$ cat config.mk
export PLATFORM = sky130hd
export DESIGN_NAME = agrv_config
export DESIGN_NICKNAME = d
export VERILOG_FILES = /design/src/logic/agrv_pkg.sv /design/src/logic/agrv_config.sv
export SDC_FILE = /design/constraint.sdc
export NUM_CORES = 1
export LEC_CHECK = 0
export ABC_CLOCK_PERIOD_IN_PS = 2200
export BUFFER_PORTS_ARGS = -buffer_cell sky130_fd_sc_hd__buf_2
export CAP_MARGIN = 20
export CORE_UTILIZATION = 35
export DETAILED_ROUTE_END_ITERATION = 16
export HOLD_SLACK_MARGIN = 0.05
export PLACE_DENSITY = 0.56
export SLEW_MARGIN = 15
export SYNTH_ARGS = -nofsm -noshare
export SYNTH_HDL_FRONTEND = slang
export SYNTH_SLANG_ARGS = --single-unit
$ cat constraint.sdc
create_clock -name clk_i -period 2.2 [get_ports clk_i]
set_input_delay 0.33 -clock clk_i [delete_from_list [all_inputs] [get_ports clk_i]]
set_output_delay 0.33 -clock clk_i [all_outputs]
set_load 0.02 [all_outputs]
$ cat src/logic/agrv_pkg.sv
// Package for the converter gain, rate and voltage-source configuration block
package agrv_pkg;

  // Register map, documented offsets
  localparam logic [7:0] ADDR_AMP_GAIN_DELAY = 8'h03;
  localparam logic [7:0] ADDR_RATE_MODE      = 8'h04;
  localparam logic [7:0] ADDR_VSOURCE_CTRL   = 8'h05;

  // Reset values
  localparam logic [7:0] RST_AMP_GAIN_DELAY = 8'h00;
  localparam logic [7:0] RST_RATE_MODE      = 8'h14;
  localparam logic [7:0] RST_VSOURCE_CTRL   = 8'h10;
  localparam logic [7:0] RDATA_UNMAPPED     = 8'h00;

  // Field codes
  localparam logic [1:0] AMP_BYPASS      = 2'h0;
  localparam logic [1:0] AMP_ON          = 2'h1;
  localparam logic [3:0] RATE_LAST_VALID = 4'h9;
  localparam logic [3:0] RATE_RESERVED   = 4'hF;
  localparam logic [1:0] MON_OFF         = 2'h0;
  localparam logic [1:0] MON_THIRD       = 2'h2;
  localparam logic [1:0] MON_PULL        = 2'h3;
  localparam logic [1:0] SRC_EXT0        = 2'h0;
  localparam logic [1:0] SRC_EXT1        = 2'h1;
  localparam logic [1:0] SRC_INTERNAL    = 2'h2;
  localparam logic [1:0] VINT_ON_RUN     = 2'h1;
  localparam logic [1:0] VINT_ALWAYS     = 2'h2;
  localparam logic [7:0] GAIN_UNITY      = 8'h01;

  // Settling delays in modulator periods
  localparam int          DLY_W     = 13;
  localparam logic [12:0] DLY_CODE0 = 13'h000E;
  localparam logic [12:0] DLY_CODE1 = 13'h0019;
  localparam logic [12:0] DLY_CODE2 = 13'h0040;
  localparam logic [12:0] DLY_CODE3 = 13'h0100;
  localparam logic [12:0] DLY_CODE4 = 13'h0400;
  localparam logic [12:0] DLY_CODE5 = 13'h0800;
  localparam logic [12:0] DLY_CODE6 = 13'h1000;
  localparam logic [12:0] DLY_CODE7 = 13'h0001;
  localparam logic [12:0] DLY_ONE   = 13'h0001;

  typedef struct packed {
    logic [2:0] delay;
    logic [1:0] amp_enable_sel;
    logic [2:0] gain;
  } agrv_gain_reg_t;

  typedef struct packed {
    logic       chop;
    logic       ext_clk;
    logic       single_shot;
    logic       low_latency;
    logic [3:0] output_rate_sel;
  } agrv_rate_reg_t;

  typedef struct packed {
    logic [1:0] vsense_monitor_cfg;
    logic       pos_buffer_bypass;
    logic       neg_buffer_bypass;
    logic [1:0] source_input_sel;
    logic [1:0] internal_vsource_cfg;
  } agrv_vsrc_reg_t;

  typedef enum logic {
    ST_IDLE = 1'b0,
    ST_WAIT = 1'b1
  } agrv_settle_st_t;

endpackage

$ cat src/logic/agrv_config.sv
// Gain, rate and voltage-source configuration registers with settle timer
`timescale 1ns/100ps

// How it works
// - Delay field sets first-conversion wait periods
// - Amp enable field: bypass, enable, reserved
// - Gain equals two to the code when enabled, else unity
// - Gain register at 03h, resets 00h
// - Chop bit enables input swap averaging
// - Bit 6 selects internal or external clock
// - Bit 5 selects continuous or single-shot
// - Bit 4 selects sinc3 or low-latency
// - Rate field codes, default 20, F reserved
// - Rate register at 04h, resets 14h
// - Source register at 05h, resets 10h
// - Monitor field enables level monitors
// - Source select: pair0, pair1, internal
// - Internal source off, run-only, always on
// - Bypass bit set disables its buffer
module agrv_config (
  // Clock and reset
  input  wire logic                     clk_i,
  input  wire logic                     arst_n_i,
  // Register access from the serial command decoder
  input  wire logic                     reg_wr_i,
  input  wire logic                     reg_rd_i,
  input  wire logic [7:0]               reg_addr_i,
  input  wire logic [7:0]               reg_wdata_i,
  output logic      [7:0]               reg_rdata_o,
  // Timing and power state
  input  wire logic                     mod_tick_i,
  input  wire logic                     powerdown_i,
  // Amplifier
  output logic                          amp_enable_o,
  output logic      [7:0]               gain_factor_o,
  output logic                          amp_reserved_o,
  // Conversion control
  output logic                          settle_busy_o,
  output logic                          first_conv_o,
  output logic                          chop_en_o,
  output logic                          ext_clk_sel_o,
  output logic                          single_shot_o,
  output logic                          low_latency_o,
  output logic      [3:0]               output_rate_sel_o,
  output logic                          rate_reserved_o,
  // Voltage source
  output logic                          mon_low_en_o,
  output logic                          mon_third_en_o,
  output logic                          mon_pull_en_o,
  output logic                          pos_buf_en_o,
  output logic                          neg_buf_en_o,
  output logic      [1:0]               source_input_sel_o,
  output logic                          source_reserved_o,
  output logic                          vint_on_o
);
  import agrv_pkg::*;

  function automatic logic [DLY_W-1:0] delay_periods(input logic [2:0] code);
    logic [DLY_W-1:0] r;
    r = DLY_CODE0;
    unique case (code)
      3'h0: r = DLY_CODE0;
      3'h1: r = DLY_CODE1;
      3'h2: r = DLY_CODE2;
      3'h3: r = DLY_CODE3;
      3'h4: r = DLY_CODE4;
      3'h5: r = DLY_CODE5;
      3'h6: r = DLY_CODE6;
      3'h7: r = DLY_CODE7;
    endcase
    return r;
  endfunction

  agrv_gain_reg_t   gain_q, gain_d;
  agrv_rate_reg_t   rate_q, rate_d;
  agrv_vsrc_reg_t   vsrc_q, vsrc_d;
  agrv_settle_st_t  st_q, st_d;
  logic [DLY_W-1:0] cnt_q, cnt_d;
  logic [7:0]       rdata_d;

  wire logic wr_gain  = reg_wr_i && (reg_addr_i == ADDR_AMP_GAIN_DELAY);
  wire logic wr_rate  = reg_wr_i && (reg_addr_i == ADDR_RATE_MODE);
  wire logic wr_vsrc  = reg_wr_i && (reg_addr_i == ADDR_VSOURCE_CTRL);
  // Any of these writes restarts the filter
  wire logic restart  = wr_gain || wr_rate || wr_vsrc;
  wire logic cnt_last = (st_q == ST_WAIT) && mod_tick_i && (cnt_q == DLY_ONE);

  assign gain_d = wr_gain ? agrv_gain_reg_t'(reg_wdata_i) : gain_q;
  assign rate_d = wr_rate ? agrv_rate_reg_t'(reg_wdata_i) : rate_q;
  assign vsrc_d = wr_vsrc ? agrv_vsrc_reg_t'(reg_wdata_i) : vsrc_q;

  assign rdata_d = (reg_addr_i == ADDR_AMP_GAIN_DELAY) ? gain_q :
                   (reg_addr_i == ADDR_RATE_MODE)      ? rate_q :
                   (reg_addr_i == ADDR_VSOURCE_CTRL)   ? vsrc_q : RDATA_UNMAPPED;

  // settle countdown
  // New delay code takes effect for the write that carries it
  assign cnt_d = restart  ? delay_periods(gain_d.delay) :
                 (st_q == ST_WAIT && mod_tick_i) ? cnt_q - DLY_ONE : cnt_q;
  assign st_d  = restart ? ST_WAIT : (cnt_last ? ST_IDLE : st_q);

  always_ff @(posedge clk_i or negedge arst_n_i) begin
    if (!arst_n_i) begin
      gain_q <= agrv_gain_reg_t'(RST_AMP_GAIN_DELAY);
      rate_q <= agrv_rate_reg_t'(RST_RATE_MODE);
      vsrc_q <= agrv_vsrc_reg_t'(RST_VSOURCE_CTRL);
      st_q   <= ST_IDLE;
      cnt_q  <= '0;
    end else begin
      gain_q <= gain_d;
      rate_q <= rate_d;
      vsrc_q <= vsrc_d;
      st_q   <= st_d;
      cnt_q  <= cnt_d;
    end
  end

  always_ff @(posedge clk_i or negedge arst_n_i) begin
    if (!arst_n_i) begin
      reg_rdata_o   <= RDATA_UNMAPPED;
      settle_busy_o <= 1'b0;
      first_conv_o  <= 1'b0;
    end else begin
      if (reg_rd_i) begin
        reg_rdata_o <= rdata_d;
      end
      settle_busy_o <= (st_d == ST_WAIT);
      first_conv_o  <= cnt_last && !restart;
    end
  end

  // Decoded controls lag the register by one cycle so every output is a flop
  always_ff @(posedge clk_i or negedge arst_n_i) begin
    if (!arst_n_i) begin
      amp_enable_o       <= 1'b0;
      gain_factor_o      <= GAIN_UNITY;
      amp_reserved_o     <= 1'b0;
      chop_en_o          <= 1'b0;
      ext_clk_sel_o      <= 1'b0;
      single_shot_o      <= 1'b0;
      low_latency_o      <= 1'b1;
      output_rate_sel_o  <= RST_RATE_MODE[3:0];
      rate_reserved_o    <= 1'b0;
      mon_low_en_o       <= 1'b0;
      mon_third_en_o     <= 1'b0;
      mon_pull_en_o      <= 1'b0;
      pos_buf_en_o       <= 1'b1;
      neg_buf_en_o       <= 1'b0;
      source_input_sel_o <= SRC_EXT0;
      source_reserved_o  <= 1'b0;
      vint_on_o          <= 1'b0;
    end else begin
      amp_enable_o   <= (gain_q.amp_enable_sel == AMP_ON);
      amp_reserved_o <= gain_q.amp_enable_sel[1];
      // bypass forces unity in case the host skips it
      gain_factor_o  <= (gain_q.amp_enable_sel == AMP_ON) ? (GAIN_UNITY << gain_q.gain) : GAIN_UNITY;
      chop_en_o      <= rate_q.chop;
      ext_clk_sel_o  <= rate_q.ext_clk;
      single_shot_o  <= rate_q.single_shot;
      low_latency_o  <= rate_q.low_latency;
      output_rate_sel_o <= rate_q.output_rate_sel;
      rate_reserved_o   <= (rate_q.output_rate_sel == RATE_RESERVED);
      mon_low_en_o   <= (vsrc_q.vsense_monitor_cfg != MON_OFF);
      mon_third_en_o <= (vsrc_q.vsense_monitor_cfg == MON_THIRD);
      mon_pull_en_o  <= (vsrc_q.vsense_monitor_cfg == MON_PULL);
      pos_buf_en_o   <= !vsrc_q.pos_buffer_bypass;
      neg_buf_en_o   <= !vsrc_q.neg_buffer_bypass;
      source_input_sel_o <= vsrc_q.source_input_sel;
      source_reserved_o  <= (vsrc_q.source_input_sel > SRC_INTERNAL);
      vint_on_o <= (vsrc_q.internal_vsource_cfg == VINT_ALWAYS) ||
                   ((vsrc_q.internal_vsource_cfg == VINT_ON_RUN) && !powerdown_i);
    end
  end
endmodule

==> results summary <==
In this run the number of H-tree levels came out at 3. Cell internal power was estimated by the tool at approximately 2600 uW. The sequential area share after synthesis is roughly 57%. The max-cap violation count came out at 0. TritonCTS built the clock tree. The worst setup path is launched from an input port. The number of setup buffers added after CTS is 0.

Summed over all instances, the cell type with the most area after synthesis is sky130_fd_sc_hd__dfrtp_1. The region available for standard cell placement spans around 9000 sq um. The number of standard-cell rows in the floorplan is 35.

STA classifies the critical path endpoint as a flip-flop. The share of synthesized flip-flops with an asynchronous set or reset is 100%. Net switching is approximately 29% of the power. The initial antenna violation count came out at 0. The power per unit of standard cell area is slightly below 900 nW/um^2. The number of synthesis warnings is 0. The transition time at the pin with the least slew margin came out at about 0.58 ns.

Clock-pin slew was measured on the worst setup and hold paths at roughly 0.08 ns. After detailed routing, the met3 layer carries between 300 and 400 um of wire. Buffers placed on the I/O ports in this run total 59. The die boundary width came out at 99.1 um. IR analysis of the VDD net gives a maximum drop of between 0.2 and 0.3 mV.

After clock tree synthesis, the repair step resized 0 gates. The total routed wire length on the met1 layer came out at ~3400 um. Detailed routing inserted a total of about 2400 vias. The register-to-register setup slack came out at about 0.47 ns. The overall global routing resource usage came out at approximately 16%. The flow ran to the end, and the final reports show no timing, DRC or antenna violations.

The worst hold slack is 0.236 ns. The post-synth net total is a little over 300. The data required time of the worst path came out at approximately 2.5 ns. The top cell type by area accounts for roughly half of the synthesized area. The number of iterations in the first detailed-routing pass came out at 5. After detailed routing, no signal wire sits above met4. Entering global routing, the biggest net connects 32 pins. 60 I/O pins were placed. 0 antenna diodes ended up in the layout. The number of slew-limit violations in the final report was 0. The die is a little under 100 um tall. The netlist uses 46 different library cells. The fmax is 554 MHz. Clock tree synthesis found a total of 75 sinks. The analysis attributes to cell leakage a power of 0.00199 uW.

The number of synthesized register bits is 75. In the final routed layout, each cell accounts on average for between 15 and 20 um. Headroom to the max-slew limit came out at between 60% and 70%. The setup TNS came out at 0 ns. The number of global-route vias before repair is between 2000 and 2500. The maximum fanout along the worst path is 3. Setup repair after global routing left no endpoint under its margin. The count of antenna-violating nets left after detailed routing came out at 0. The first-pass GRT wire length is between 10000 and 15000 um. The critical path in this run is classified as input port to flip-flop. Between clock sinks in the finished design, the worst skew comes to around 0.0056 ns.

Wire segments on met2 add up to 3440 um in the final route. The aggregate routed wire length came out at between 7000 and 8000 um. Setup violations remaining at the end of the flow were counted as 0. The largest buffer count on any clock path came out at 2. The die area is roughly 9800 sq um. The total CTS buffers is 9. The kind of path behind the tightest hold check is input port to flip-flop. The half-perimeter wire length after detailed placement came out at 5190 um.

The clock latency at the later pin of the worst-skew pair came out at approximately 0.35 ns. The final hold violation count is 0. The number of enable flip-flop cells after synthesis came out at 0. The aggregate global routing overflow is 0.

The number of DRC markers after the initial detailed-route iteration is 96. The effective utilization at floorplan came out at 35.9%. The cell area that synthesis handed to floorplanning was approximately 3300 sq um.

Routability-driven placement finished with a final weighted congestion of just under 0.8. The post-synthesis cell count came out at between 200 and 300. The clock period minus final worst setup slack is 1.80 ns. The final cycle utilization of the critical path is between 80% and 90%. Sorting the synthesized cells by area gives the leading types as sky130_fd_sc_hd__dfrtp_1, sky130_fd_sc_hd__mux2_2, sky130_fd_sc_hd__dfstp_2.

The clock tree root buffer cell is sky130_fd_sc_hd__clkbuf_8. The mean area per synthesized cell came out at roughly 12 sq um. The fraction of final layout cells sized beyond drive strength 1 came out at 34.5%. The arrival time reported for the critical path endpoint is a little over 2 ns. The vias per cell is 5.23. The clock network fraction of design power is a little over a third. The power share of the sequential group is a little under half. The post-synthesis to final-layout area growth is 22.7%.

After detailed routing, the number of remaining DRC violations is 0. The net count reported at finish came out at 376. The share of total power dissipated in combinational logic is roughly 17%.

The most instantiated flip-flop cell in the synthesis netlist is sky130_fd_sc_hd__dfrtp_1. The net switching component of the power came out at 1020 uW.
==> power by group through the flow <==
stage                     sequential, uW  clock (uW)  combinational [uW]
after detailed placement            1700           0                 603
final                               1680        1290                 602
after global placement              1710           0                 595
after CTS                           1680        1320                 608
after floorplan                     1710           0                 364
after global routing                1700        1390                 679
==> synth_stat cells (2+ instances only) <==
library cell and count:
sky130_fd_sc_hd__dfrtp_1 68, sky130_fd_sc_hd__nor2_1 25, sky130_fd_sc_hd__mux2_2 24, sky130_fd_sc_hd__nand2_1 13
sky130_fd_sc_hd__clkbuf_1 11, sky130_fd_sc_hd__nor3_1 11, sky130_fd_sc_hd__a21oi_1 8, sky130_fd_sc_hd__a22o_1 8
sky130_fd_sc_hd__a22oi_1 8, sky130_fd_sc_hd__mux2i_1 8, sky130_fd_sc_hd__dfstp_2 7, sky130_fd_sc_hd__inv_1 7
sky130_fd_sc_hd__nand3b_1 7, sky130_fd_sc_hd__nor3b_1 7, sky130_fd_sc_hd__nand2b_1 6, sky130_fd_sc_hd__nand3_1 6
sky130_fd_sc_hd__xor2_1 6, sky130_fd_sc_hd__nand4_1 5, sky130_fd_sc_hd__o211ai_1 5, sky130_fd_sc_hd__or4_1 5
sky130_fd_sc_hd__xnor2_1 4, sky130_fd_sc_hd__a31oi_1 3, sky130_fd_sc_hd__a211oi_1 2, sky130_fd_sc_hd__a32oi_1 2
sky130_fd_sc_hd__and2_1 2, sky130_fd_sc_hd__and3b_1 2, sky130_fd_sc_hd__ha_1 2, sky130_fd_sc_hd__o21ai_0 2
==> final timing paths <==
path	from	endpoint	cells past startpoint
setup / recovery	reg_addr_i[5]	cnt_q[6]$_DFFE_PN0P_	5
hold / removal	powerdown_i	vint_on_o$_DFF_PN0_	3
setup reg to reg	cnt_q[3]$_DFFE_PN0P_	settle_busy_o$_DFFE_PN0P_	5
hold reg to reg	rate_q[4]$_DFFE_PN1P_	low_latency_o$_DFF_PN1_	0
max in group asynchronous	arst_n_i	rate_q[2]$_DFFE_PN1P_	3
min in group asynchronous	arst_n_i	amp_enable_o$_DFF_PN0_	2
==> registers in the layout (all words and copies together) (netlist names), 2 cells and up <==
name                count
cnt_q                  13
gain_factor_o           8
source_input_sel_o      2
vsrc_q                  8
reg_rdata_o             8
rate_q                  8
gain_q                  8
output_rate_sel_o       4
==> critical path, stage by stage <==
cell                      delay [ns]
sky130_fd_sc_hd__buf_2          0.09
sky130_fd_sc_hd__or4_1          0.56
sky130_fd_sc_hd__or3_1          0.39
sky130_fd_sc_hd__or4b_4         0.53
sky130_fd_sc_hd__a31oi_2        0.17
==> timing repair <==
action / in CTS / in global routing
hold buffers: 1 / 0
hold endpoints to repair: 19 / 0
endpoints found under the setup margin: 0 / 0
==> cells by family after synthesis <==
kind of cell             share of synthesized area [%]
buffers and inverters                             2.81
XOR/XNOR                                          2.66
AO/OA/AOI/OAI                                     9.71
flip-flops                                        57.2
multiplexers                                      10.6
AND/OR/NAND/NOR                                   16.3
adder cells (fa/ha/maj)                          0.759
==> through the flow <==
stage	util, %	setup slack [ns]	cell area, sq um	power [uW]	std cells
6_report	44.0	0.395	4050	3570	468
5_1_grt	44.0	0.323	4050	3780	468
4_1_cts	44.0	0.415	4050	3610	468
3_5_place_dp	41.3	0.0609	3800	2310	451
3_3_place_gp	41.3	0.0834	3800	2300	451
2_1_floorplan	-	0.0123	3300	2070	282
==> routing by layer <==
layer	GRT usage, %	vias to the layer above
met2	24.6	59
met3	4.68	11
met5	0	-
met4	6.45	0
met1	22.2	1209
li1	-	1168
==> cell type report <==
type,instances,area [sq um]
clock inverters,6,113
well taps,111,139
clock buffers,10,128
multi-input cells,185,1320
fillers,880,5150
repair buffers,74,435
flip-flops and latches,75,1890
inverters,7,26.3
==> placed cells by master, fill, tap and decap left out, types with 9 or more instances in the layout <==
master                     count
sky130_fd_sc_hd__dfrtp_1      68
sky130_fd_sc_hd__buf_2        59
sky130_fd_sc_hd__nor2_1       25
sky130_fd_sc_hd__mux2_2       24
sky130_fd_sc_hd__nand2_1      13
sky130_fd_sc_hd__buf_4        12
sky130_fd_sc_hd__nor3_1       11
sky130_fd_sc_hd__clkbuf_8      9
(Power assumes the default switching activity.)
